--- src/hw/reset_mode_sequencer_map.vh ---
// Constants of the reset and operating-mode sequencer
//
// Overview of operation
// - Reset pulse up to 4ms gives ordinary reset
// - Reset held 5.2ms requests programming mode
// - Long-reset programming watches UART and SPI for command
// - Software flag makes next reset enter programming
// - USB watched only after software-armed programming entry and in auto programming
// - Pads pulled high except in sleep, user choice
// - Sustained-reset programming halts code, allows UART/SPI
// - External memory programming over SPI, reset held
// - Auto programming mode without reset pin access
// - Sleep entered only from active on request
// - Hold reset at power-up until supply good
// - Brown-out forces reset in every mode
// - Programming mode opens code and info pages
`ifndef RESET_MODE_SEQUENCER_MAP_VH
`define RESET_MODE_SEQUENCER_MAP_VH

// ****************************************************************
// Timing
// ****************************************************************
`define CLK_FREQ_HZ       100000000
`define SHORT_PULSE_US    4000
`define PROG_PULSE_US     5200
// Cycles for a least time, clock rate rounded down to whole MHz
`define PROG_PULSE_CYC    ((`PROG_PULSE_US * (`CLK_FREQ_HZ / 1000000)))
`define SHORT_PULSE_CYC   ((`SHORT_PULSE_US * (`CLK_FREQ_HZ / 1000000)))
`define PULSE_CNT_W       20

// ****************************************************************
// Mode codes
// ****************************************************************
`define MODE_W            3
`define MODE_RESET        3'h0
`define MODE_ACTIVE       3'h1
`define MODE_SLEEP        3'h2
`define MODE_PROG_RESET   3'h3
`define MODE_PROG_AUTO    3'h4
`define MODE_PROG_EXTNVM  3'h5

// ****************************************************************
// Programming source port bits
// ****************************************************************
`define PORT_UART         0
`define PORT_SPI          1
`define PORT_USB          2

`endif

--- src/hw/reset_mode_sequencer.v ---
// Chip operating-mode and reset sequencer
`timescale 1ns/10ps
`include "reset_mode_sequencer_map.vh"
module reset_mode_sequencer #(
  parameter CNT_W    = `PULSE_CNT_W,
  parameter LONG_CYC = `PROG_PULSE_CYC
) (
  // Clock and reset
  input  wire                clk_i,
  input  wire                reset_n_i,
  // Reset pin and supply monitors
  input  wire                ext_reset_n_i,
  input  wire                power_good_i,
  input  wire                brownout_i,
  // Software requests
  input  wire                sw_reset_i,
  input  wire                sleep_req_i,
  input  wire                wake_i,
  input  wire                arm_prog_set_i,
  input  wire                arm_prog_clr_i,
  input  wire                auto_prog_req_i,
  input  wire                ext_nvm_req_i,
  // Programming interface
  input  wire                prog_cmd_valid_i,
  input  wire [2:0]          prog_cmd_port_i,
  input  wire                prog_done_i,
  // Pad configuration in sleep
  input  wire                sleep_pullup_i,
  // Mode outputs
  output reg  [`MODE_W-1:0]  mode_o,
  output reg                 cpu_reset_o,
  output reg                 cpu_run_o,
  output reg                 pad_pullup_o,
  output reg  [2:0]          listen_ports_o,
  output reg                 prog_granted_o,
  output reg                 flash_info_en_o,
  output reg                 ext_nvm_spi_o,
  output reg                 wakeup_timer_en_o,
  output reg                 retention_en_o,
  output reg                 arm_prog_o
);
  // ****************************************************************
  // Reset pulse measurement
  // ****************************************************************
  wire held;
  wire long_held;
  wire release_p;
  wire release_long;

  reset_pulse_timer #(
    .CNT_W    (CNT_W),
    .LONG_CYC (LONG_CYC)
  ) u_timer (
    .clk_i          (clk_i),
    .reset_n_i      (reset_n_i),
    .ext_reset_n_i  (ext_reset_n_i),
    .held_o         (held),
    .long_o         (long_held),
    .release_o      (release_p),
    .release_long_o (release_long)
  );

  // ****************************************************************
  // Mode state machine
  // ****************************************************************
  reg [`MODE_W-1:0] mode_r;
  reg [`MODE_W-1:0] mode_nxt;
  reg               arm_r;
  reg               arm_nxt;
  reg               via_arm_r;
  reg               via_arm_nxt;
  reg               cmd_ok_r;
  reg               cmd_ok_nxt;
  reg [2:0]         listen;

  // A failing supply overrides every mode, sleep and programming included
  wire supply_bad = ~power_good_i | brownout_i;

  always @* begin
    mode_nxt    = mode_r;
    arm_nxt     = arm_r;
    via_arm_nxt = via_arm_r;
    cmd_ok_nxt  = cmd_ok_r;
    if (arm_prog_set_i)
      arm_nxt = 1'b1;
    else if (arm_prog_clr_i)
      arm_nxt = 1'b0;
    // Pin low restarts the chip, except while an external-memory
    // session owns the pin
    if (supply_bad) begin
      mode_nxt   = `MODE_RESET;
      cmd_ok_nxt = 1'b0;
    end else if (held && mode_r != `MODE_PROG_EXTNVM) begin
      mode_nxt   = `MODE_RESET;
      cmd_ok_nxt = 1'b0;
    end else begin
      case (mode_r)
        `MODE_RESET: begin
          if (release_long) begin
            mode_nxt    = `MODE_PROG_RESET;
            via_arm_nxt = 1'b0;
          end else if (arm_r) begin
            // Flag is spent here, so the reset after this session runs code
            mode_nxt    = `MODE_PROG_RESET;
            via_arm_nxt = 1'b1;
            arm_nxt     = 1'b0;
          end else if (!held) begin
            mode_nxt    = `MODE_ACTIVE;
          end
        end
        `MODE_ACTIVE: begin
          if (sw_reset_i)
            mode_nxt = `MODE_RESET;
          else if (auto_prog_req_i)
            mode_nxt = `MODE_PROG_AUTO;
          else if (sleep_req_i)
            mode_nxt = `MODE_SLEEP;
        end
        `MODE_SLEEP: begin
          if (wake_i)
            mode_nxt = `MODE_ACTIVE;
        end
        `MODE_PROG_RESET: begin
          if (!cmd_ok_r && prog_cmd_valid_i &&
              |(prog_cmd_port_i & listen))
            cmd_ok_nxt = 1'b1;
          if (cmd_ok_r && ext_nvm_req_i)
            mode_nxt = `MODE_PROG_EXTNVM;
          else if (cmd_ok_r && prog_done_i) begin
            mode_nxt   = `MODE_RESET;
            cmd_ok_nxt = 1'b0;
          end
        end
        `MODE_PROG_AUTO: begin
          cmd_ok_nxt = 1'b1;
          if (prog_done_i) begin
            mode_nxt   = `MODE_RESET;
            cmd_ok_nxt = 1'b0;
          end
        end
        `MODE_PROG_EXTNVM: begin
          // Programmer keeps the pin low; release ends the session
          if (release_p) begin
            mode_nxt   = `MODE_RESET;
            cmd_ok_nxt = 1'b0;
          end
        end
        default: mode_nxt = `MODE_RESET;
      endcase
    end
  end

  // ****************************************************************
  // Ports watched for the initiating command
  // ****************************************************************
  always @* begin
    listen = 3'h0;
    if (mode_r == `MODE_PROG_RESET) begin
      listen[`PORT_UART] = 1'b1;
      listen[`PORT_SPI]  = 1'b1;
      listen[`PORT_USB]  = via_arm_r;
    end else if (mode_r == `MODE_PROG_AUTO) begin
      listen = 3'h7;
    end
  end

  // ****************************************************************
  // State register
  // ****************************************************************
  always @(posedge clk_i or negedge reset_n_i) begin
    if (!reset_n_i) begin
      mode_r    <= `MODE_RESET;
      arm_r     <= 1'b0;
      via_arm_r <= 1'b0;
      cmd_ok_r  <= 1'b0;
    end else begin
      mode_r    <= mode_nxt;
      arm_r     <= arm_nxt;
      via_arm_r <= via_arm_nxt;
      cmd_ok_r  <= cmd_ok_nxt;
    end
  end

  // ****************************************************************
  // Registered outputs
  // ****************************************************************
  // Outputs follow the next mode so that they change with mode_o
  wire in_prog = (mode_nxt == `MODE_PROG_RESET) ||
                 (mode_nxt == `MODE_PROG_AUTO)  ||
                 (mode_nxt == `MODE_PROG_EXTNVM);

  always @(posedge clk_i or negedge reset_n_i) begin
    if (!reset_n_i) begin
      mode_o            <= `MODE_RESET;
      cpu_reset_o       <= 1'b1;
      cpu_run_o         <= 1'b0;
      pad_pullup_o      <= 1'b1;
      listen_ports_o    <= 3'h0;
      prog_granted_o    <= 1'b0;
      flash_info_en_o   <= 1'b0;
      ext_nvm_spi_o     <= 1'b0;
      wakeup_timer_en_o <= 1'b0;
      retention_en_o    <= 1'b0;
      arm_prog_o        <= 1'b0;
    end else begin
      mode_o         <= mode_nxt;
      cpu_reset_o    <= (mode_nxt == `MODE_RESET) || in_prog;
      cpu_run_o      <= (mode_nxt == `MODE_ACTIVE);
      if (mode_nxt == `MODE_SLEEP)
        pad_pullup_o <= sleep_pullup_i;
      else
        pad_pullup_o <= 1'b1;
      // Ports show only once the mode has held for a cycle
      listen_ports_o  <= (mode_nxt == mode_r) ? listen : 3'h0;
      prog_granted_o  <= cmd_ok_nxt && in_prog;
      flash_info_en_o <= cmd_ok_nxt && in_prog;
      ext_nvm_spi_o   <= (mode_nxt == `MODE_PROG_EXTNVM);
      wakeup_timer_en_o <= (mode_nxt == `MODE_SLEEP);
      retention_en_o    <= (mode_nxt == `MODE_SLEEP);
      arm_prog_o        <= arm_nxt;
    end
  end
endmodule

--- src/hw/reset_pulse_timer.v ---
// Measures the length of low pulses on the external reset pin
`timescale 1ns/10ps
`include "reset_mode_sequencer_map.vh"
module reset_pulse_timer #(
  parameter CNT_W    = `PULSE_CNT_W,
  parameter LONG_CYC = `PROG_PULSE_CYC
) (
  // Clock and reset
  input  wire clk_i,
  input  wire reset_n_i,
  // Pin
  input  wire ext_reset_n_i,
  // Result
  output reg  held_o,
  output reg  long_o,
  output reg  release_o,
  output reg  release_long_o
);
  reg [CNT_W-1:0] count_r;
  reg             pin_low_r;
  wire            reached = (count_r >= LONG_CYC[CNT_W-1:0]);

  always @(posedge clk_i or negedge reset_n_i) begin
    if (!reset_n_i) begin
      count_r        <= {CNT_W{1'b0}};
      pin_low_r      <= 1'b0;
      held_o         <= 1'b0;
      long_o         <= 1'b0;
      release_o      <= 1'b0;
      release_long_o <= 1'b0;
    end else begin
      pin_low_r      <= ~ext_reset_n_i;
      release_o      <= 1'b0;
      release_long_o <= 1'b0;
      if (!ext_reset_n_i) begin
        held_o <= 1'b1;
        if (!reached)
          count_r <= count_r + {{(CNT_W-1){1'b0}}, 1'b1};
        long_o <= reached;
      end else begin
        held_o  <= 1'b0;
        long_o  <= 1'b0;
        count_r <= {CNT_W{1'b0}};
        if (pin_low_r) begin
          release_o      <= 1'b1;
          release_long_o <= reached;
        end
      end
    end
  end
endmodule

--- config.mk ---
export PLATFORM = sky130hd
export DESIGN_NAME = reset_mode_sequencer
export DESIGN_NICKNAME = d
export VERILOG_FILES = /design/src/hw/reset_mode_sequencer.v /design/src/hw/reset_pulse_timer.v
export VERILOG_INCLUDE_DIRS = /design/src /design/src/hw
export SDC_FILE = /design/constraint.sdc
export NUM_CORES = 1
export LEC_CHECK = 0
export BUFFER_PORTS_ARGS = -buffer_cell sky130_fd_sc_hd__buf_2
export CORE_MARGIN = 2
export CORE_UTILIZATION = 50
export CTS_CLUSTER_SIZE = 12
export DETAILED_ROUTE_END_ITERATION = 8
export MAX_ROUTING_LAYER = met4
export PLACE_DENSITY_LB_ADDON = 0.25
export SLEW_MARGIN = 25
export SYNTH_ARGS = -nofsm -noshare
export SYNTH_HDL_FRONTEND = slang
export SYNTH_HIERARCHICAL = 1
export SYNTH_SLANG_ARGS = --single-unit
--- constraint.sdc ---
create_clock -name clk_i -period 1.7 [get_ports clk_i]
set_input_delay 0.085 -clock clk_i [delete_from_list [all_inputs] [get_ports clk_i]]
set_output_delay 0.085 -clock clk_i [all_outputs]
set_load 0.1 [all_outputs]
Yosys cells after proc, flatten, opt, wreduce, memory -nomap -nowiden
Index checks and enable logic that the tools add are counted.
{"block": "op_classes", "eq_ne": 13, "bitwise_logic": 6, "addsub": 1, "magnitude_cmp": 1, "muxes": 42, "reduce_logical": 15}
{"operator": "$mux 3", "n": 16}
{"operator": "$mux 20", "n": 2}
{"operator": "$mux 1", "n": 22}
{"operator": "$add 20x1->20 const B", "n": 1}
{"operator": "$ge 20x19->1 const B", "n": 1}
{"operator": "$pmux 3 s6", "n": 1}
{"operator": "$eq 3x2->1 const B", "n": 4}
{"operator": "$eq 3x3->1 const B", "n": 4}
{"operator": "$eq 3x1->1 const B", "n": 2}
{"operator": "$logic_and 1x1->1", "n": 6}
{"operator": "$logic_not 3->1", "n": 2}
{"operator": "$not 1->1", "n": 4}
{"operator": "$reduce_and 4->1", "n": 1}
{"operator": "$and 3x3->3", "n": 1}
{"operator": "$eq 3x3->1", "n": 1}
{"operator": "$logic_or 1x1->1", "n": 3}
{"operator": "$ne 3x3->1 const B", "n": 1}
{"operator": "$pmux 1 s3", "n": 1}
{"operator": "$reduce_or 3->1", "n": 1}
{"operator": "$ne 2x2->1 const B", "n": 1}
{"operator": "$reduce_bool 2->1", "n": 1}
{"operator": "$logic_not 1->1", "n": 1}
{"operator": "$or 1x1->1", "n": 1}
{"block": "word_totals", "output_inout_bits": 15, "register_bits": 39, "wordCells": 94, "inputBits": 18}

Logic depth before layout (Yosys ltp)
Gate-level depths: netlist (run 1).
{"block": "logic_depth", "ltp_word": 13, "mapped_depth": 7, "mapped_depth_nobuf": 6}

By module
The synthesis (run 1) kept the hierarchy.
{"mod": "reset_pulse_timer", "area_per_inst_um2": 1248.7, "cells_per_inst": 124, "n_inst": 1}
{"mod": "reset_mode_sequencer", "area_per_inst_um2": 814.5, "cells_per_inst": 87, "n_inst": 1}

Worst setup path after synthesis (run 1)
OpenSTA, ideal clock, no wires.
{"block": "synth_path", "path_kind": "flip-flop to flip-flop", "startpoint": "register, netlist name mode_o[2]", "endpoint": "register cpu_reset_o", "path_slack_ns": -0.532, "path_stages_with_launch": 7, "t_arrival_ns": 2.165, "required_ns": 1.633, "path_buffers": 1, "path_cell_list": "dfrtp_1 buf_4 nand2_1 a221o_1 a31o_2 o21a_1 nor2_1"}
{"item": "end signal, assigned", "line_no": "reset_mode_sequencer.v:207", "text": "cpu_reset_o <= (mode_nxt == `MODE_RESET) || in_prog;"}
{"item": "end, declared", "line_no": "reset_mode_sequencer.v:31", "text": "output reg cpu_reset_o,"}

Final worst setup path (run 1)
{"block": "layout_path", "startpoint": "register u_timer.count_r[7]", "endpoint": "register u_timer.count_r[14]"}
{"block": "layout_between", "elab_chain_cells": 3, "word_cells_on_any_way": 5}
{"item": "start, declared", "line_no": "reset_pulse_timer.v:19", "text": "reg [CNT_W-1:0] count_r;"}
{"item": "start signal, assigned", "line_no": "reset_pulse_timer.v:25", "text": "count_r <= {CNT_W{1'b0}};"}
{"item": "start signal, assigned", "line_no": "reset_pulse_timer.v:38", "text": "count_r <= count_r + {{(CNT_W-1){1'b0}}, 1'b1};"}
{"item": "start signal, assigned", "line_no": "reset_pulse_timer.v:43", "text": "count_r <= {CNT_W{1'b0}};"}
{"item": "$add 20x1->20", "line_no": "reset_pulse_timer.v:38"}
{"item": "$mux 20", "line_no": "reset_pulse_timer.v:37", "text": "if (!reached)"}
{"item": "$mux 20", "line_no": "reset_pulse_timer.v:35", "text": "if (!ext_reset_n_i) begin"}
Several ways; a longest one is shown, not always the timed one. The select of a mux whose other input is x is not followed.
A chain may end at the register's enable or synchronous reset.

==> impl_metrics.csv, run 1 <==
group,metric,value,unit
global_routing,antenna_found_initial,0,
min_path,hold_start,"arm_prog_set_i",
routing,dr.pass1.iters,4,
placed_design,place_congestion,0.8404,
routing,wl_per_cell,15.26,um
cells_and_area,final_util,69.91,%
min_path,hold_depth,3,
die,io_pins,33,
worst_setup_path,slowest_delay,440,ps
timing,holdWs,99.15,ps
routing,drtIter0Drc,189,
pwr,power_density,697.2,mW/mm^2
global_routing,grt_pass1_wl,7.866,mm
cts,cts_tree,"done",
worst_setup_path,reg2regPathDepth,6,
timing,fmax,568.6,MHz
routing,viasPerCell,5.656,
job,maxCapViolCount,0,
worst_setup_path,crit_cells,6,
worst_setup_path,r2r_start,"u_timer/count_r[7]$_DFFE_PN0P_",
timing,period_minus_slack,1759,ps
worst_setup_path,worstPathRequired,1880,ps
synthesis,syn_area_per_cell,9.734,um^2
timing,timing.slew.headroom,67.78,%
cts,clk_latency,290,ps
cells_and_area,drive_gt1_share,41.99,%
synthesis,synth_area,0.002034,mm^2
worst_setup_path,path_cells,"nor2_2 > o21bai_2 > a21o_2 > buf_4 > nor4_2 > mux2_2",
die,core,0.003971,mm^2
cts,root_buffer,"clkbuf_8",
routing,vias,1872,
global_routing,grt-ovfl-total,0,
min_path,hold_end,"arm_prog_o$_DFF_PN0_",
die,initial_utilization,51.23,%
timing,period_share,103.5,%
global_routing,grt_usage,23.41,%
timing,setup_viol,6,
worst_setup_path,worstPathArrival,1940,ps
timing,fin_ws,-58.76,ps
pwr,p_leak,0.001197,uW
placed_design,dpl-instance-area,0.002454,mm^2
worst_setup_path,cp_num_buf_inv,1,
cells_and_area,fin_nets,300,
cts,clock_path_buffers,2,
cts,cts.clk_slew.worst_paths,70,ps
outcome,status,"complete, but fails checks",
worst_setup_path,setup.worst_path.end_class,"register",
routing,drc,0,
die,dieWidth,67.79,um
routing,ant_nets,0,
worst_setup_path,cp_max_fo,7,
die,dieHeight,67.79,um
min_path,holdCritPathClass,"input port to register",
timing,tightest_slew,486.6,ps
cts,htreeDepth,2,
timing,fin_skew,7.329,ps
cells_and_area,syn_to_final_growth,36.47,%
cells_and_area,layoutNonFillerInstCount,331,
global_routing,grt_pass1_vias,1806,
die,floorplan.rows,23,
timing,report.final.slew_viol_count,0,
worst_setup_path,rrSetupSlack,-60,ps
placed_design,dp_slack,-67.35,ps
worst_setup_path,r2r_end,"u_timer/count_r[14]$_DFFE_PN0P_",
synthesis,synth_nets,229,
cells_and_area,final_area,0.002776,mm^2
worst_setup_path,start_kind,"register",
outcome,failed_checks,"negative setup slack",
routing,wirelength,5.051,mm
timing,hold_violations,0,
placed_design,io_buffers,32,
worst_setup_path,critical_path.top_delay_family,"flip-flops",
synthesis,syn_inst,209,
global_routing,grt_max_degree,24,
pwr,ir_drop,0.6015,mV
timing,rsz0062_at_grt,"true",
cells_and_area,diodes,0,
worst_setup_path,path_class,"register to register",
placed_design,dp_hpwl,3.241,mm
cts,clock_sinks,37,
cts,numCtsBuffers,5,
placed_design,dp_cells,308,
worst_setup_path,crit_slowest_cell,"dfrtp_2",
die,dieArea,0.004595,mm^2
synthesis,yosysWarnings,6,
-- where the power goes --
group | internal [uW] | switching (uW) | total [uW]
clock network | 440 | 320 | 760
registers | 903 | 24.4 | 928
logic | 83.6 | 164 | 248
-- placed cells by master, fill, tap and decap left out, drive strengths merged, types with 2 or more instances in the layout --
cell / count
nor2: 20
mux2: 2
nand3b: 2
a2111oi: 4
a2111o: 2
ha: 2
and2: 4
xnor2: 11
nor2b: 6
clkbuf: 6
a21o: 3
dlygate4sd3: 2
a21oi: 10
dfrtp: 35
nand3: 6
buf: 74
or4: 5
mux2i: 2
a31oi: 3
dfstp: 2
o31ai: 4
nor4: 4
nand4: 5
nand2: 12
nor3: 7
o21a: 2
o21ai: 5
a211oi: 5
or3: 2
nand2b: 7
inv: 11
-- worst max-delay path by stage --
stage | from | end
2_1_floorplan | mode_o[2]$_DFF_PN0_ | listen_ports_o[2]$_DFF_PN0_
3_3_place_gp | u_timer/count_r[7]$_DFFE_PN0P_ | u_timer/count_r[5]$_DFFE_PN0P_
3_5_place_dp | u_timer/count_r[8]$_DFFE_PN0P_ | u_timer/count_r[13]$_DFFE_PN0P_
4_1_cts | u_timer/count_r[0]$_DFFE_PN0P_ | u_timer/count_r[16]$_DFFE_PN0P_
5_1_grt | u_timer/count_r[7]$_DFFE_PN0P_ | u_timer/count_r[15]$_DFFE_PN0P_
6_report | u_timer/count_r[7]$_DFFE_PN0P_ | u_timer/count_r[14]$_DFFE_PN0P_
-- metal layers --
metal  wire, um  GRT usage, %  vias up
met1       2113         25.99      924
met5          0             -        -
met2       2674         41.05       46
met3        217         6.333        7
li1           -             -      895
met4         46         7.000        0
-- per-stage QoR --
step	setup TNS (ps)	power, uW
floorplan	-258.3	1085
global placement	-61.40	1161
detailed placement	-256.1	1166
CTS	-115.2	1932
global route	-672.7	2007
finish	-150.3	1936
-- worst register-to-register path: stages, from the launching register on --
cell,delay (ps)
dfrtp_2,440
nor2_2,130
o21bai_2,130
a21o_2,290
buf_4,150
nor4_2,150
mux2_2,360
-- repair_timing --
item / in CTS / in global routing
endpoints found under the setup margin: 8 / 18
pin swaps: 1 / 8
hold buffers: 2 / 0
gates cloned: 0 / 1
buffers inserted: 0 / 12
resized for setup: 4 / 28
endpoints found under the hold margin: 12 / 0
-- sequential cells by signal, summed over array words and instances (netlist names) --
signal                  cells
retention_en_o              1
cmd_ok_r                    1
listen_ports_o              2
cpu_reset_o                 1
u_timer/release_long_o      1
pad_pullup_o                1
via_arm_r                   1
cpu_run_o                   1
u_timer/count_r            20
u_timer/release_o           1
arm_prog_o                  1
u_timer/held_o              1
flash_info_en_o             1
mode_o                      3
ext_nvm_spi_o               1
-- area by class of cell --
class                           instances  area (um^2)
Fill cell                             315         1195
Multi-Input combinational cell        149         1107
Timing Repair Buffer                   76        506.7
Sequential cell                        37        947.2
Clock inverter                          2        38.79
Inverter                               11        41.29
Tap cell                               50        62.56
Clock buffer                            6        72.57
(Power assumes the default switching activity.)
==> run 2, diff against run 1 <==
Settings changed: CAP_MARGIN set to 30, PLACE_DENSITY set to 0.8, PLACE_DENSITY_LB_ADDON 0.25 to unset.
==> run 2 against run 1 <==
  * First-iteration DRC count down 35%
  * Combinational power down 7%
  * Setup slack worse by 2.2 ps
  * Utilization down 1.7 points
  * Sequential power about the same
  * Flip-flop and latch count unchanged
  * Register-to-register slack about the same
  * Final cell count down 3.0%
  * The run still ends with negative setup slack left
  * Die area unchanged
  * Largest cell class unchanged
  * Total power down 10%
  * Non-clock buffer count down 9
==> impl_metrics.csv, run 2 (synthesis results as in run 1) <==
group,metric,value,unit
outcome,status,"complete, but fails checks",
outcome,failed_checks,"negative setup slack",
cells_and_area,syn_to_final_growth,33.15,%
worst_setup_path,start_kind,"register",
timing,period_share,103.6,%
worst_setup_path,path_cells,"nand4_2 > or3_4 > nor4_2 > mux2_2",
min_path,holdCritPathClass,"input port to register",
die,initial_utilization,51.23,%
cells_and_area,fin_nets,290,
routing,drc,0,
worst_setup_path,slowest_delay,420,ps
cells_and_area,final_util,68.21,%
timing,fin_skew,4.046,ps
worst_setup_path,setup.worst_path.end_class,"register",
pwr,switching_power,467.5,uW
routing,drtIter0Drc,123,
routing,dr.pass1.iters,4,
cts,numCtsBuffers,5,
pwr,finalPower,1738,uW
timing,fmax,567.9,MHz
timing,setup_viol,5,
worst_setup_path,cp_num_buf_inv,0,
cells_and_area,layout.cells.most_common_list,"buf_2, buf_4, dfrtp_1, nor2_1, nand2_1",
routing,vias,1834,
worst_setup_path,path_class,"register to register",
worst_setup_path,cp_max_fo,5,
cells_and_area,final_area,0.002709,mm^2
cts,root_buffer,"clkbuf_8",
pwr,combPwrFrac,13.2,%
routing,wirelength,4.839,mm
timing,period_minus_slack,1761,ps
placed_design,dpl-instance-area,0.002446,mm^2
cells_and_area,largest-register,"u_timer/count_r",
timing,tightest_slew,488.5,ps
die,dieWidth,67.79,um
cells_and_area,drive_gt1_share,40.96,%
routing,viasPerCell,5.713,
timing,report.final.slew_viol_count,0,
cts,clk_latency,280,ps
global_routing,grt_max_degree,24,
cts,htreeDepth,2,
global_routing,grt_pass1_wl,7.141,mm
placed_design,place_congestion,0.8833,
pwr,p_sw_share,26.90,%
routing,ant_nets,0,
cts,cts_tree,"done",
die,io_pins,33,
global_routing,antenna_found_initial,0,
global_routing,grt-ovfl-total,0,
worst_setup_path,crit_slowest_cell,"dfrtp_2",
timing,rsz0062_at_grt,"true",
routing,wl_per_cell,15.07,um
die,core,0.003971,mm^2
die,dieArea,0.004595,mm^2
placed_design,dp_hpwl,3.268,mm
timing,fin_ws,-60.97,ps
worst_setup_path,worstPathArrival,1930,ps
timing,timing.slew.headroom,67.66,%
cells_and_area,largestRegisters,"u_timer/count_r: 20 flops, mode_o: 3 flops, listen_ports_o: 2 flops",
timing,holdWs,102.4,ps
pwr,power_frac_clock,33.2,%
pwr,power_density,641.5,mW/mm^2
placed_design,dp_slack,-63.35,ps
cts,cts.clk_slew.worst_paths,70,ps
worst_setup_path,critPathLaunch,"u_timer/count_r[1]$_DFFE_PN0P_",
die,dieHeight,67.79,um
worst_setup_path,critical_path.top_delay_family,"simple AND/OR/NAND/NOR gates",
placed_design,io_buffers,32,
global_routing,grt_usage,21.38,%
min_path,hold_start,"arm_prog_set_i",
cells_and_area,diodes,0,
cts,clock_sinks,37,
global_routing,grt_pass1_vias,1654,
cells_and_area,largest_reg_flops,20,
pwr,pwr-share-seq,53.6,%
pwr,p_leak,0.001161,uW
job,maxCapViolCount,0,
cts,clock_path_buffers,2,
die,floorplan.rows,23,
timing,hold_violations,0,
worst_setup_path,r2r_start,"u_timer/count_r[1]$_DFFE_PN0P_",
pwr,cell_internal_pwr,1270,uW
worst_setup_path,worstPathRequired,1870,ps
pwr,ir_drop,0.3187,mV
run 2: through the flow:
stage / TNS, ps / std cells
finish: -196.6 / 321
CTS: -111.8 / 318
global route: -772.0 / 321
global placement: -73.89 / 307
floorplan: -258.3 / 209
detailed placement: -264.4 / 307
run 2: final cells by class:
class / instances / area, um^2
tap: 50 / 62.56
inverter: 11 / 41.29
fill: 293 / 1262
clock buffer: 8 / 80.08
multi-input combinational: 148 / 1147
timing repair buffer: 67 / 431.7
sequential: 37 / 945.9
run 2: repair_timing:
item / CTS / global route
hold buffers: 2 / 0
resized for setup: 5 / 25
cloned: 0 / 0
endpoints found under the hold margin: 17 / 0
pin swaps: 1 / 9
endpoints found under the setup margin: 7 / 20
setup buffers: 1 / 3
run 2: path summary, 6_finish.rpt:
path	slack (ps)	endpoint	cells after the start
worst min register to register	530	u_timer/count_r[18]$_DFFE_PN0P_	1
min in group asynchronous	270	listen_ports_o[1]$_DFF_PN0_	2
max in group asynchronous	920	u_timer/count_r[1]$_DFFE_PN0P_	3
worst max register to register	-60	u_timer/count_r[17]$_DFFE_PN0P_	4
worst max-delay path	-60	u_timer/count_r[17]$_DFFE_PN0P_	4
worst min-delay path	100	arm_prog_o$_DFF_PN0_	3
run 2: tightest hold or removal path: stages:
cell     delay [ps]
buf_2            70
a21oi_1          30
a31oi_1         140
run 2: routing by layer:
layer	GRT usage, %	vias up	wire length, um
met1	26.59	908	2052
met4	8.000	0	81
met2	33.95	42	2538
li1	-	877	-
met5	-	-	0
met3	5.000	7	167
run 2: power groups by stage:
| stage | Combinational, uW | Clock, uW | Sequential (uW) |
|---|---|---|---|
| after floorplan | 81.9 | 0 | 1000 |
| after global routing | 248 | 632 | 933 |
| after detailed placement | 219 | 0 | 944 |
| final | 230 | 576 | 931 |
| after global placement | 213 | 0 | 942 |
| after CTS | 225 | 591 | 927 |
